`src/shared/clock_status_regs.svh`:
```
// Register offsets, field positions, reset values and timing counts
// for the clock input status and alarm register bank.
// Assumes inclusion by bare name from the design file and the testbench.
`ifndef CLOCK_STATUS_REGS_SVH
`define CLOCK_STATUS_REGS_SVH

// ****************************************************************
// Register offsets (8-bit register address space)
// ****************************************************************
`define DIV_HIGH_OFFSET 8'h2E
`define DIV_MID_OFFSET 8'h2F
`define DIV_LOW_OFFSET 8'h30
`define ACTIVE_INPUT_OFFSET 8'h80
`define LIVE_LOSS_OFFSET 8'h81
`define LIVE_LOCK_OFFSET 8'h82
`define STICKY_LOSS_OFFSET 8'h83
`define STICKY_LOCK_OFFSET 8'h84
`define PART_ID_HIGH_OFFSET 8'h86
`define PART_ID_LOW_REV_OFFSET 8'h87

// ****************************************************************
// Field positions
// ****************************************************************
`define FIRST_ACTIVE_BIT 0
`define SECOND_ACTIVE_BIT 1
`define STATUS_PENDING_BIT 5
`define REF_LOSS_BIT 0
`define FIRST_LOSS_BIT 1
`define SECOND_LOSS_BIT 2
`define UNLOCK_LIVE_BIT 0
`define UNLOCK_STICKY_BIT 1
`define DIV_HIGH_WIDTH 3

// ****************************************************************
// Reset values
// ****************************************************************
`define ACTIVE_INPUT_RESET 8'h20
`define STICKY_LOCK_RESET 8'h02
`define STICKY_LOSS_RESET 3'h0
`define DIV_RESET 19'h00000

// ****************************************************************
// Timing counts
// ****************************************************************
`define SYNC_STAGES 2

`endif

```
`src/shared/clock_status_pkg.sv`:
```
// Types shared by the clock input status register bank.
// Uses nothing from the constants header and does not include it.
package clock_status_pkg;

  // Which clock input the PLL has selected
  typedef enum logic [1:0] {
    SEL_NONE,
    SEL_FIRST,
    SEL_SECOND
  } input_select_type;

  // Live alarm indications from the clock monitors
  typedef struct packed {
    logic second_input_signal_missing;
    logic first_input_signal_missing;
    logic reference_signal_missing;
    logic pll_unlocked;
  } alarm_type;

  // Per-flag interrupt masks, 1 masks the flag
  typedef struct packed {
    logic second_input_alarm_mask;
    logic first_input_alarm_mask;
    logic reference_alarm_mask;
    logic unlock_alarm_mask;
  } alarm_mask_type;

  // Register access request from the serial port front end
  typedef struct packed {
    logic wr;
    logic rd;
    logic [7:0] addr;
    logic [7:0] wdata;
  } reg_req_type;

endpackage : clock_status_pkg

```
`src/design/clock_input_status_flags.sv`:
```
// Status and alarm register bank of the clock multiplier: active input,
// live and sticky alarms, interrupt output, second input divider, identity.
// Assumes the serial configuration port front end hands over decoded
// register reads and writes on clk_i; monitor inputs are asynchronous.
`timescale 1ns/1ps
`include "clock_status_regs.svh"

// Overview of operation
// - Register 48 holds divider low byte; zero divides by 1
// - Divider upper bits in registers 46 and 47
// - Active bit 1 set when second input drives PLL
// - Active bit 0 set when first input drives PLL
// - Live loss bit 2 follows second input alarm
// - Live loss bit 1 follows first input alarm
// - Live loss bit 0 follows reference alarm
// - Live lock bit 0 is 1 when unlocked
// - Sticky loss flags capture and hold live alarms
// - Sticky unlock flag captures and holds lock loss
// - Interrupt needs enable bit and unmasked set flag
// - Writing 0 to a sticky flag clears it
// - Reset reads 0x20 active and 0x02 lock flag
module clock_input_status_flags #(
  parameter logic [11:0] PART_ID = 12'hA5C, // Arbitrary value
  parameter logic [3:0] REVISION = 4'h3 // Arbitrary value
) (
  input wire logic clk_i,
  input wire logic rst_i,
  input wire clock_status_pkg::reg_req_type req_i,
  output logic [7:0] rdata_o,
  output logic rvalid_o,
  input wire clock_status_pkg::input_select_type input_select_i,
  input wire clock_status_pkg::alarm_type alarm_i,
  input wire clock_status_pkg::alarm_mask_type alarm_mask_i,
  input wire logic interrupt_enable_i,
  output logic [19:0] second_input_divide_ratio_o,
  output logic int_o
);

  // ****************************************************************
  // Synchronisers for monitor and selection inputs
  // ****************************************************************
  logic [3:0] alarm_meta_reg; // First stage, read only by second stage and the live readout assertions
  clock_status_pkg::alarm_type alarm_sync_reg; // Usable alarm levels
  logic [1:0] select_meta_reg; // First stage of selection
  logic [1:0] select_sync_reg; // Usable selection
  logic [1:0] settle_count_reg; // Cycles since reset release

  // Two flops on every asynchronous level; a multi-bit select can show a
  // one-cycle mix during a switch, harmless for a status readout
  always_ff @(posedge clk_i) begin
    if (rst_i) begin
      alarm_meta_reg <= 4'h0;
      alarm_sync_reg <= '0;
      select_meta_reg <= 2'h0;
      select_sync_reg <= 2'h0;
    end else begin
      alarm_meta_reg <= alarm_i;
      alarm_sync_reg <= alarm_meta_reg;
      select_meta_reg <= input_select_i;
      select_sync_reg <= select_meta_reg;
    end
  end

  // Status is not trusted until the synchronisers have filled
  always_ff @(posedge clk_i) begin
    if (rst_i) begin
      settle_count_reg <= 2'h0;
    end else if (settle_count_reg != 2'(`SYNC_STAGES)) begin
      settle_count_reg <= settle_count_reg + 2'h1;
    end
  end

  logic settled; // Synchronisers hold real samples
  assign settled = (settle_count_reg == 2'(`SYNC_STAGES));

  // ****************************************************************
  // Write decode
  // ****************************************************************
  logic wr_div_high; // Divider bits 18:16
  logic wr_div_mid; // Divider bits 15:8
  logic wr_div_low; // Divider bits 7:0
  logic wr_sticky_loss; // Sticky loss flags
  logic wr_sticky_lock; // Sticky unlock flag
  assign wr_div_high = req_i.wr && (req_i.addr == `DIV_HIGH_OFFSET);
  assign wr_div_mid = req_i.wr && (req_i.addr == `DIV_MID_OFFSET);
  assign wr_div_low = req_i.wr && (req_i.addr == `DIV_LOW_OFFSET);
  assign wr_sticky_loss = req_i.wr && (req_i.addr == `STICKY_LOSS_OFFSET);
  assign wr_sticky_lock = req_i.wr && (req_i.addr == `STICKY_LOCK_OFFSET);

  // ****************************************************************
  // Second input divider
  // ****************************************************************
  logic [18:0] divider_reg; // Programmed divider value

  // Each byte lands in its own slice; reserved bits 7:3 of the top byte drop
  always_ff @(posedge clk_i) begin
    if (rst_i) begin
      divider_reg <= `DIV_RESET;
    end else begin
      if (wr_div_high) begin
        divider_reg[18:16] <= req_i.wdata[`DIV_HIGH_WIDTH-1:0];
      end
      if (wr_div_mid) begin
        divider_reg[15:8] <= req_i.wdata;
      end
      if (wr_div_low) begin
        divider_reg[7:0] <= req_i.wdata;
      end
    end
  end

  // Ratio is value plus one, so zero divides by 1 and all ones by 2^19
  always_ff @(posedge clk_i) begin
    if (rst_i) begin
      second_input_divide_ratio_o <= 20'h00001;
    end else begin
      second_input_divide_ratio_o <= {1'b0, divider_reg} + 20'h00001;
    end
  end

  // ****************************************************************
  // Active input status
  // ****************************************************************
  logic [7:0] active_reg; // Active input readout

  // An input is active only when selected and not reporting loss
  always_ff @(posedge clk_i) begin
    if (rst_i) begin
      active_reg <= `ACTIVE_INPUT_RESET;
    end else if (settled) begin
      active_reg <= 8'h00;
      active_reg[`SECOND_ACTIVE_BIT] <= (select_sync_reg == clock_status_pkg::SEL_SECOND)
        && !alarm_sync_reg.second_input_signal_missing;
      active_reg[`FIRST_ACTIVE_BIT] <= (select_sync_reg == clock_status_pkg::SEL_FIRST)
        && !alarm_sync_reg.first_input_signal_missing;
    end
  end

  // ****************************************************************
  // Live alarm readouts
  // ****************************************************************
  logic [7:0] live_loss; // Live loss readout
  logic [7:0] live_lock; // Live lock readout
  always_comb begin
    live_loss = 8'h00;
    live_loss[`SECOND_LOSS_BIT] = alarm_sync_reg.second_input_signal_missing;
    live_loss[`FIRST_LOSS_BIT] = alarm_sync_reg.first_input_signal_missing;
    live_loss[`REF_LOSS_BIT] = alarm_sync_reg.reference_signal_missing;
    live_lock = 8'h00;
    live_lock[`UNLOCK_LIVE_BIT] = alarm_sync_reg.pll_unlocked;
  end

  // ****************************************************************
  // Sticky flags
  // ****************************************************************
  logic [2:0] sticky_loss_reg; // Held loss alarms
  logic sticky_lock_reg; // Held lock loss
  logic [2:0] sticky_loss_next;
  logic sticky_lock_next;

  // Writing 0 clears, writing 1 keeps; a live alarm in the clearing cycle
  // wins so that no event is lost
  always_comb begin
    sticky_loss_next = sticky_loss_reg;
    if (wr_sticky_loss) begin
      sticky_loss_next = sticky_loss_reg & req_i.wdata[2:0];
    end
    sticky_loss_next = sticky_loss_next | live_loss[2:0];
    sticky_lock_next = sticky_lock_reg;
    if (wr_sticky_lock) begin
      sticky_lock_next = sticky_lock_reg & req_i.wdata[`UNLOCK_STICKY_BIT];
    end
    sticky_lock_next = sticky_lock_next | alarm_sync_reg.pll_unlocked;
  end

  // Unlock flag starts set: the PLL has not locked out of reset
  always_ff @(posedge clk_i) begin
    if (rst_i) begin
      sticky_loss_reg <= `STICKY_LOSS_RESET;
      sticky_lock_reg <= 1'b1;
    end else begin
      sticky_loss_reg <= sticky_loss_next;
      sticky_lock_reg <= sticky_lock_next;
    end
  end

  // ****************************************************************
  // Interrupt output
  // ****************************************************************
  logic [3:0] pending; // Unmasked set flags
  assign pending = {sticky_loss_reg, sticky_lock_reg} & ~alarm_mask_i;

  // Registered so the pin never glitches on mask changes
  always_ff @(posedge clk_i) begin
    if (rst_i) begin
      int_o <= 1'b0;
    end else begin
      int_o <= interrupt_enable_i && (pending != 4'h0);
    end
  end

  // ****************************************************************
  // Read path
  // ****************************************************************
  logic [7:0] read_mux; // Selected register

  // Unmapped addresses read zero; reserved bits are built as zero
  always_comb begin
    case (req_i.addr)
      `DIV_HIGH_OFFSET: read_mux = {5'h00, divider_reg[18:16]};
      `DIV_MID_OFFSET: read_mux = divider_reg[15:8];
      `DIV_LOW_OFFSET: read_mux = divider_reg[7:0];
      `ACTIVE_INPUT_OFFSET: read_mux = active_reg;
      `LIVE_LOSS_OFFSET: read_mux = live_loss;
      `LIVE_LOCK_OFFSET: read_mux = live_lock;
      `STICKY_LOSS_OFFSET: read_mux = {5'h00, sticky_loss_reg};
      `STICKY_LOCK_OFFSET: read_mux = {6'h00, sticky_lock_reg, 1'b0};
      `PART_ID_HIGH_OFFSET: read_mux = PART_ID[11:4];
      `PART_ID_LOW_REV_OFFSET: read_mux = {PART_ID[3:0], REVISION};
      default: read_mux = 8'h00;
    endcase
  end

  // Read data returns one cycle after the strobe and holds until the next
  always_ff @(posedge clk_i) begin
    if (rst_i) begin
      rdata_o <= 8'h00;
      rvalid_o <= 1'b0;
    end else begin
      rvalid_o <= req_i.rd;
      if (req_i.rd) begin
        rdata_o <= read_mux;
      end
    end
  end
endmodule : clock_input_status_flags

```
`config.mk`:
```
export PLATFORM = sky130hd
export DESIGN_NAME = clock_input_status_flags
export DESIGN_NICKNAME = d
export VERILOG_FILES = /design/src/shared/clock_status_pkg.sv /design/src/design/clock_input_status_flags.sv
export VERILOG_INCLUDE_DIRS = /design/src /design/src/shared
export SDC_FILE = /design/constraint.sdc
export NUM_CORES = 1
export LEC_CHECK = 0
export BUFFER_PORTS_ARGS = -buffer_cell sky130_fd_sc_hd__clkbuf_2
export CORE_ASPECT_RATIO = 1.75
export CORE_UTILIZATION = 45
export DETAILED_ROUTE_END_ITERATION = 12
export GPL_TIMING_DRIVEN = 1
export PLACE_DENSITY = 0.66
export SYNTH_ARGS = -nofsm -noshare
export SYNTH_HDL_FRONTEND = slang
export SYNTH_SLANG_ARGS = --single-unit
```
`constraint.sdc`:
```
create_clock -name clk_i -period 2.5 [get_ports clk_i]
set_clock_uncertainty 0.1 [all_clocks]
set_input_delay 0.125 -clock clk_i [delete_from_list [all_inputs] [get_ports clk_i]]
set_output_delay 0.125 -clock clk_i [all_outputs]
set_load 0.02 [all_outputs]
```
==> metrics.yaml, run 1 <==
end_kind: "flop"
hpwl_mm: 4.82
ys_ff_latch: 70
detail_route.wl_per_cell_microns: 14.0
die-area_sq_mm: 0.00675
h-tree-depth: 3
holdWs_ns: 0.0449
r2r_cells: 6
overflow: 0
netlist_area_sq_mm: 0.00288
fin_crit_ns: 1.82
max_freq_mhz: 549
drc: 0
largest_reg_flops: 20
antennaDiodeCount: 0
rr_endpoint: "second_input_divide_ratio_o[10]"
final_cell_mix: "70 x dfxtp_1, 60 x clkbuf_2, 53 x nor2_1"
antenna_found_initial: 0
num_vias: 2463
synth_cell_types: 48
grt_pass1_wl_mm: 10.7
use_met1: 0.215
clock-sinks: 70
cp_data_arrival_time_ns: 1.93
drt-pass1-iter-count: 4
synthArstFlopShare: 0
reg2reg_from: "divider_reg[0]"
yosys_warnings: 0
ioPinCount: 61
crit_path_start_kind: "flop"
cp_data_required_time_ns: 2.60
crit_path_max_fanout: 6
tritoncts: "yes"
io_buffers: 60
drive_above_1_share: 0.212
die_h_microns: 108
synthFlopType: "dfxtp_1"
grt_util_all_layers: 0.213
place_congestion: 0.831
initial_utilization: 0.467
tightestPinTransition_ns: 0.746
avgSynthCellArea_sq_um: 9.13
synth_edf_count: 0
clock_tree.root_cell: "clkbuf_8"
nFillCells: 582
chipWidth_microns: 62.5
viasPerCell: 5.23
ant_nets: 0
rsz0062_at_grt: "no"
final_common_cell: "dfxtp_1"
hp-class: "input pin to flop"
post_cts_resized: 0
p_per_area_mw_per_mm2: 643
endpoint: "second_input_divide_ratio_o[10]"
final-max-slew-violation-count: 0
synthToLayoutAreaGrowth_pct: 23.1
grtUsageMet3: 0.0583
rows: 38
grt_pass1_vias: 2322
startpoint: "divider_reg[0]"
yosysSeqAreaShare: 0.486
synth_fp_nets: 349
relSlewSlack: 0.503
core_area_sq_mm: 0.00618
nets: 421
hold_viol: 0
finalSetupViolations: 0
critPathKind: "flop to flop"
grt_max_degree: 41
status: "complete, no violations"
min_period_over_period: 0.729
clkTransAtPathRegs_ns: 0.07
cts_made_buffers: 9
cap_violations: 0
wl_mm: 6.61
synthCells: 316
clkLatencyLatePin_ns: 0.34
setup_tns_ns: 0
drt_iter0_drc: 95
gr-max-usage-layer: "met2"
ff2ff_setup_slack_ns: 0.68
peakVddDrop_mv: 0.497
cellLeakagePower_nw: 1.52
groute.layer.met2.usage: 0.384
clk_path_buf_depth: 2
[cell usage after synthesis (2+ instances only)]
cell type	number	area, sq um
xnor2_1	6	52.6
nor2_1	53	199
o21ai_0	2	10.0
dfxtp_1	70	1400
or4_1	3	22.5
nor3_1	5	25.0
nand3_1	14	70.1
a221oi_1	5	43.8
and2_1	2	12.5
a21oi_1	18	90.1
a22oi_1	2	15.0
nor4_1	2	12.5
and4_1	3	26.3
nor2b_1	14	87.6
clkbuf_1	8	30.0
a21o_1	2	15.0
a311oi_1	2	17.5
buf_2	3	15.0
nand2_2	2	12.5
nor4b_1	3	26.3
o21bai_1	2	15.0
ha_1	2	25.0
a211oi_1	4	30.0
nand2_1	28	105
xor2_1	12	105
and3_1	4	25.0
mux2i_1	13	130
inv_1	8	30.0
nand4_1	4	25.0
buf_4	2	15.0
[stage by stage]
stage / worst slack (ns) / area [sq um] / power [mW] / utilization / std cells
5_1_grt: 0.478 / 3550 / 2.39 / 0.574 / 471
3_5_place_dp: 0.551 / 3210 / 1.40 / 0.519 / 442
3_3_place_gp: 0.571 / 3210 / 1.40 / 0.519 / 442
2_1_floorplan: 0.936 / 2880 / 1.34 / - / 316
4_1_cts: 0.681 / 3550 / 2.31 / 0.574 / 471
6_report: 0.677 / 3550 / 2.28 / 0.574 / 471
[worst min path at each step]
stage / end / cells past startpoint / slack [ns] / start
floorplan: alarm_meta_reg[0] / 1 / 0.15 / alarm_i[0]
global placement: alarm_meta_reg[1] / 2 / 0.24 / alarm_i[1]
detailed placement: select_meta_reg[0] / 2 / 0.24 / input_select_i[0]
CTS: rdata_o[6] / 2 / 0.03 / req_i[16]
global route: rdata_o[6] / 2 / 0.07 / req_i[16]
finish: rdata_o[6] / 2 / 0.04 / req_i[16]
[per-layer routing]
layer / vias to the layer above / routed length (microns)
met5: - / 0
met4: 0 / 265
met3: 18 / 296
met2: 77 / 3500
met1: 1135 / 2550
li1: 1233 / -
[critical path, cell delays in order, from the launching register on]
cell     delay (ns)
dfxtp_1        0.42
ha_1           0.24
nand4_1        0.14
nor2_1         0.39
and3_1         0.23
xnor2_1        0.11
nor2_1         0.05
[what timing repair did]
item,in CTS,in global routing
setup endpoints to repair,0,0
endpoints found under the hold margin,20,0
hold buffers,15,0
buffers inserted,0,0
[power breakdown]
group / switching [mW] / internal, mW / leakage [nW]
logic: 0.121 / 0.0963 / 0.853
registers: 0.0220 / 1.16 / 0.569
clock network: 0.382 / 0.505 / 0.0956
[area by class of cell]
class	instances	area, sq um	share of cell area
clock buffers	13	159	0.0448
well taps	80	100	0.0282
clock inverters	1	30.0	0.00846
repair buffers	77	465	0.131
flip-flops and latches	70	1400	0.395
multi-input cells	221	1360	0.383
inverters	9	33.8	0.00952
[logic make-up after synthesis]
| kind of cell | share of synthesized area |
|---|---|
| AOI/OAI and AO/OA | 0.101 |
| and+or+nand+nor | 0.244 |
| muxes | 0.0633 |
| adders and majority gates | 0.00868 |
| xor gates and xnor gates | 0.0547 |
| DFF | 0.486 |
| buffers and inverters | 0.0425 |
(Power assumes the default switching activity.)
==> inputs of run 2 (changes only) <==
- PLACE_DENSITY: 0.66 -> 0.68
- clock period: 2.5 -> 1.6 ns (I/O delays scaled with it)
==> metrics.yaml, run 2 (synthesis results as in run 1) <==
die-area_sq_mm: 0.00675  # unchanged
detail_route.wl_per_cell_microns: 14.6  # was 14.0 microns
internal-power_mw: 2.95  # was 1.76 mW
final-max-slew-violation-count: 0  # unchanged
die_h_microns: 108  # unchanged
p_per_area_mw_per_mm2: 1000  # was 643 mW/mm^2
holdWs_ns: 0.0169  # was 0.0449 ns
switchingPower_uw: 898  # was 525 uW
min_period_over_period: 1.02  # was 0.729
max_freq_mhz: 612  # was 549 MHz
synthToLayoutAreaGrowth_pct: 33.0  # was 23.1%
multiInputGateArea_sq_mm: 0.00138  # was 0.00136 sq mm
nets: 450  # was 421
clkLatencyLatePin_ns: 0.35  # was 0.34 ns
p_comb_frac: 0.106  # was 0.095
hp-class: "input pin to flop"  # unchanged
overflow: 0  # unchanged
pwr-share-clk: 0.416  # was 0.389
clkTransAtPathRegs_ns: 0.07  # about the same
seq_power_share: 0.478  # was 0.516
final_cell_mix: "69 x dfxtp_1, 60 x clkbuf_2, 53 x nor2_1"  # was 70 x dfxtp_1, 60 x clkbuf_2, 53 x nor2_1
hold_viol: 0  # unchanged
place_congestion: 0.881  # was 0.831
antenna_found_initial: 0  # unchanged
ioPinCount: 61  # unchanged
final_common_cell: "dfxtp_1"  # unchanged
tightestPinTransition_ns: 0.494  # was 0.746 ns
h-tree-depth: 3  # unchanged
end_kind: "flop"  # unchanged
largest_reg_flops: 20  # unchanged
path_cells: "mux2_4 -> a221oi_4 -> a311oi_1 -> a2111oi_2 -> nor4_1"  # was ha_1 -> nand4_1 -> nor2_1 -> and3_1 -> xnor2_1 -> nor2_1
post_cts_buffers: 0  # unchanged
cts_made_buffers: 9  # unchanged
status: "complete, but fails checks"  # was complete, no violations
grtUsageMet3: 0.0551  # was 0.0583
peakVddDrop_mv: 0.867  # was 0.497 mV
num_vias: 2639  # was 2463
drt-pass1-iter-count: 4  # unchanged
grt_pass1_wl_mm: 11.5  # was 10.7 mm
drive_above_1_share: 0.276  # was 0.212
total_power_mw: 3.85  # was 2.28 mW
core_area_sq_mm: 0.00618  # unchanged
use_met1: 0.210  # was 0.215
finalSetupViolations: 1  # was 0
violations: "setup timing"
cp_data_arrival_time_ns: 1.76  # was 1.93 ns
clock_tree.root_cell: "clkbuf_8"  # unchanged
drc: 0  # unchanged
cp_data_required_time_ns: 1.72  # was 2.60 ns
cap_violations: 0  # unchanged
tritoncts: "yes"  # unchanged
crit_path_max_fanout: 2  # was 6
chipWidth_microns: 62.5  # unchanged
gr-max-usage-layer: "met2"  # unchanged
clock-sinks: 70  # unchanged
switching_share: 0.233  # was 0.230
groute.layer.met2.usage: 0.418  # was 0.384
hpwl_mm: 5.34  # was 4.82 mm
critPathKind: "flop to flop"  # unchanged
viasPerCell: 5.27  # was 5.23
ant_nets: 0  # unchanged
ff2ff_setup_slack_ns: -0.03  # was 0.68 ns
io_buffers: 60  # unchanged
fin_crit_ns: 1.63  # was 1.82 ns
setup_ws_ns: -0.0327  # was 0.677 ns
antennaDiodeCount: 0  # unchanged
crit_path_max_incr_delay_ns: 0.33  # was 0.42 ns
drt_iter0_drc: 94  # was 95
clk_path_buf_depth: 2  # unchanged
critical-path-slowest-cell: "a2111oi_2"  # was dfxtp_1
grt_pass1_vias: 2496  # was 2322
nFillCells: 574  # was 582
initial_utilization: 0.467  # unchanged
relSlewSlack: 0.670  # was 0.503
seqCellArea_sq_mm: 0.00140  # about the same
grt_util_all_layers: 0.227  # was 0.213
grt_max_degree: 39  # was 41
wl_mm: 7.32  # was 6.61 mm
cellLeakagePower_nw: 1.69  # was 1.52 nW
crit_path_start_kind: "flop"  # unchanged
rows: 38  # unchanged
run 2: area by class of cell:
class | count | share of cell area
Clock buffer | 12 | 0.0404
Clock inverter | 3 | 0.0176
Inverter | 9 | 0.00881
Multi-Input combinational cell | 221 | 0.359
Sequential cell | 70 | 0.366
Tap cell | 80 | 0.0261
Timing Repair Buffer | 106 | 0.182
run 2: metal layers:
metal | wire, microns | share of wire
met1 | 2690 | 0.37
met2 | 3870 | 0.53
met3 | 328 | 0.045
met4 | 431 | 0.059
met5 | 0 | 0
run 2: critical path, delay by kind of cell (launching register included):
family / cells / cell delay [ns]
muxes: 1 / 0.28
AOI/OAI and AO/OA: 3 / 0.69
and+or+nand+nor: 1 / 0.10
DFF: 1 / 0.32
run 2: through the flow:
step / instances / TNS [ns] / util / setup slack (ns) / instance area [sq um]
4_1_cts: 501 / -0.0639 / 0.619 / -0.0639 / 3830
5_1_grt: 501 / -0.0933 / 0.621 / -0.0933 / 3840
3_5_place_dp: 470 / -0.466 / 0.555 / -0.127 / 3430
3_3_place_gp: 470 / -0.141 / 0.555 / -0.141 / 3430
2_1_floorplan: 316 / 0 / - / 0.0362 / 2880
6_report: 501 / -0.0327 / 0.621 / -0.0327 / 3840
run 2: what timing repair did:
item | in CTS | in global routing
resized for setup | 1 | 3
pin swaps | 1 | 1
gates cloned | 0 | 0
endpoints found under the setup margin | 1 | 3
hold buffers | 16 | 0
hold endpoints to repair | 26 | 0
run 2: power by group through the flow:
stage | sequential [mW] | clock [mW] | combinational, mW
after detailed placement | 1.88 | 0 | 0.363
after global placement | 1.88 | 0 | 0.357
after global routing | 1.84 | 1.72 | 0.450
final | 1.84 | 1.60 | 0.407
after floorplan | 1.88 | 0 | 0.206
after CTS | 1.84 | 1.64 | 0.400
run 2: path summary, 6_finish.rpt:
kind,from,end,cells after the start
min reg2reg,alarm_meta_reg[3],alarm_sync_reg[3],1
max reg2reg,sticky_loss_reg[1],rdata_o[1],5
min,rst_i,second_input_divide_ratio_o[2],2
max,sticky_loss_reg[1],rdata_o[1],5
==> inputs of run 3 (changes only) <==
==> constraint.sdc (replaced) <==
create_clock -name clk_i -period 1.3 [get_ports clk_i]
set_clock_uncertainty 0.1 [all_clocks]
set_input_delay 0.065 -clock clk_i [delete_from_list [all_inputs] [get_ports clk_i]]
set_output_delay 0.065 -clock clk_i [all_outputs]
set_load 0.01 [all_outputs]
==> metrics.yaml, run 3 (synthesis results as in run 1) <==
ff2ff_setup_slack_ns: -0.21  # was -0.03 ns
viasPerCell: 5.20  # was 5.27
ant_nets: 0  # unchanged
tritoncts: "yes"  # unchanged
cp_data_required_time_ns: 1.44  # was 1.72 ns
final_cells: 532  # was 501
startpoint: "divider_reg[1]"  # was sticky_loss_reg[1]
final_cell_mix: "60 x clkbuf_2, 60 x buf_4, 57 x dfxtp_1"  # was 69 x dfxtp_1, 60 x clkbuf_2, 53 x nor2_1
drive_above_1_share: 0.394  # was 0.276
grt_pass1_vias: 2637  # was 2496
place_congestion: 0.914  # was 0.881
clkTransAtPathRegs_ns: 0.07  # about the same
relSlewSlack: 0.762  # was 0.670
cap_violations: 0  # unchanged
clock-sinks: 70  # unchanged
critPathKind: "flop to flop"  # unchanged
clk_path_buf_depth: 2  # unchanged
multiInputGateArea_sq_mm: 0.00147  # was 0.00138 sq mm
hpwl_mm: 5.61  # was 5.34 mm
total_power_mw: 4.33  # was 3.85 mW
die_h_microns: 108  # unchanged
hold_viol: 1  # was 0
hp-class: "input pin to flop"  # unchanged
crit_path_start_kind: "flop"  # unchanged
io_buffers: 60  # unchanged
drt-pass1-iter-count: 4  # unchanged
max_freq_mhz: 662  # was 612 MHz
num_vias: 2764  # was 2639
reg2reg_from: "divider_reg[1]"  # was sticky_loss_reg[1]
wl_mm: 7.45  # was 7.32 mm
antenna_found_initial: 0  # unchanged
pre_cts_ws_ns: -0.341  # was -0.127 ns
nets: 481  # was 450
h-tree-depth: 3  # unchanged
fin_crit_ns: 1.51  # was 1.63 ns
grt_util_all_layers: 0.234  # was 0.227
chipWidth_microns: 62.5  # unchanged
rows: 38  # unchanged
holdWs_ns: -0.00283  # was 0.0169 ns
r2r_cells: 7  # was 5
rr_endpoint: "second_input_divide_ratio_o[8]"  # was rdata_o[1]
grt_max_degree: 28  # was 39
drt_iter0_drc: 172  # was 94
finalSetupViolations: 12  # was 1
clock_tree.root_cell: "clkbuf_8"  # unchanged
antennaDiodeCount: 0  # unchanged
final-max-slew-violation-count: 0  # unchanged
status: "complete, but fails checks"  # unchanged
cts_made_buffers: 9  # unchanged
placed_cells: 499  # was 470
synthToLayoutAreaGrowth_pct: 43.0  # was 33.0%
ioPinCount: 61  # unchanged
hp-start: "req_i[1]"  # was rst_i
core_area_sq_mm: 0.00618  # unchanged
initial_utilization: 0.467  # unchanged
grt_pass1_wl_mm: 11.8  # was 11.5 mm
holdPathEnd: "sticky_loss_reg[1]"  # was second_input_divide_ratio_o[2]
tightestPinTransition_ns: 0.357  # was 0.494 ns
peakVddDrop_mv: 1.22  # was 0.867 mV
crit_path_max_fanout: 6  # was 2
end_kind: "flop"  # unchanged
clkLatencyLatePin_ns: 0.36  # was 0.35 ns
seqCellArea_sq_mm: 0.00143  # was 0.00140 sq mm
setup_ws_ns: -0.210  # was -0.0327 ns
setup_tns_ns: -1.52  # was -0.0327 ns
cp_data_arrival_time_ns: 1.65  # was 1.76 ns
cellLeakagePower_nw: 1.82  # was 1.69 nW
rsz0062_at_grt: "yes"
min_period_over_period: 1.16  # was 1.02
violations: "hold timing, setup timing"  # was setup timing
nFillCells: 549  # was 574
p_per_area_mw_per_mm2: 1050  # was 1000 mW/mm^2
detail_route.wl_per_cell_microns: 14.0  # was 14.6 microns
drc: 0  # unchanged
die-area_sq_mm: 0.00675  # unchanged
whs_path_depth: 4  # was 2
largest_reg_flops: 20  # unchanged
overflow: 0  # unchanged
[run 3: cell count changes in the layout (fill, tap and decap cells not counted), moves of 3 or more]
cell | previous run | this run
buf_6 | 0 | 3
nand3_2 | 0 | 3
dfxtp_1 | 69 | 57
dfxtp_2 | 1 | 10
nand3_1 | 14 | 10
dfxtp_4 | 0 | 3
buf_4 | 29 | 60
nand2_2 | 2 | 5
nand2_1 | 28 | 25
[run 3: worst max-delay path, cell delays in order, from the launching register on]
cell and delay [ns]:
dfxtp_4 0.38, ha_4 0.13, nand4_1 0.15, nor2_4 0.25, buf_4 0.16, buf_6 0.09, xnor2_2 0.09, nor2_1 0.05
[run 3: worst max path at each step]
stage,endpoint,slack [ns],depth (start not counted)
5_1_grt,second_input_divide_ratio_o[10],-0.26,6
3_3_place_gp,rdata_o[2],-0.30,6
3_5_place_dp,rdata_o[2],-0.34,6
4_1_cts,rdata_o[1],-0.22,5
6_report,second_input_divide_ratio_o[8],-0.21,7
2_1_floorplan,rdata_o[1],-0.06,5
[run 3: layout make-up]
| class | instances | area share |
|---|---|---|
| clock buffers | 14 | 0.0394 |
| inverters | 9 | 0.00819 |
| repair buffers | 137 | 0.224 |
| multi-input cells | 221 | 0.357 |
| flip-flops and latches | 70 | 0.345 |
| clock inverters | 1 | 0.00121 |
| well taps | 80 | 0.0243 |
[run 3: what timing repair did]
| action | CTS | global route |
|---|---|---|
| endpoints found under the hold margin | 20 | 0 |
| buffers inserted | 2 | 3 |
| gates resized for setup | 19 | 13 |
| pin swaps | 5 | 14 |
| setup endpoints to repair | 15 | 29 |
| hold buffers | 14 | 0 |
[run 3: metrics by stage]
step	area, sq um	utilization	hold WS [ns]
6_report	4130	0.667	-0.00283
5_1_grt	4130	0.667	0.0189
4_1_cts	4060	0.657	0.00477
3_5_place_dp	3680	0.595	0.183
3_3_place_gp	3680	0.595	0.176
2_1_floorplan	2920	-	0.0932
[run 3: where the power goes]
group / switching [mW] / internal (mW) / leakage, nW / total [mW]
Sequential: 0.0454 / 2.22 / 0.577 / 2.26
Combinational: 0.257 / 0.253 / 1.15 / 0.510
Clock: 0.772 / 0.786 / 0.0865 / 1.56
[run 3: layer usage]
| metal | up-vias | share of wire | GRT usage | wire (microns) |
|---|---|---|---|---|
| li1 | 1354 | - | - | - |
| met1 | 1289 | 0.36 | 0.221 | 2700 |
| met2 | 95 | 0.55 | 0.437 | 4060 |
| met3 | 26 | 0.040 | 0.0339 | 296 |
| met4 | 0 | 0.052 | 0.194 | 390 |
| met5 | - | 0 | 0 | 0 |
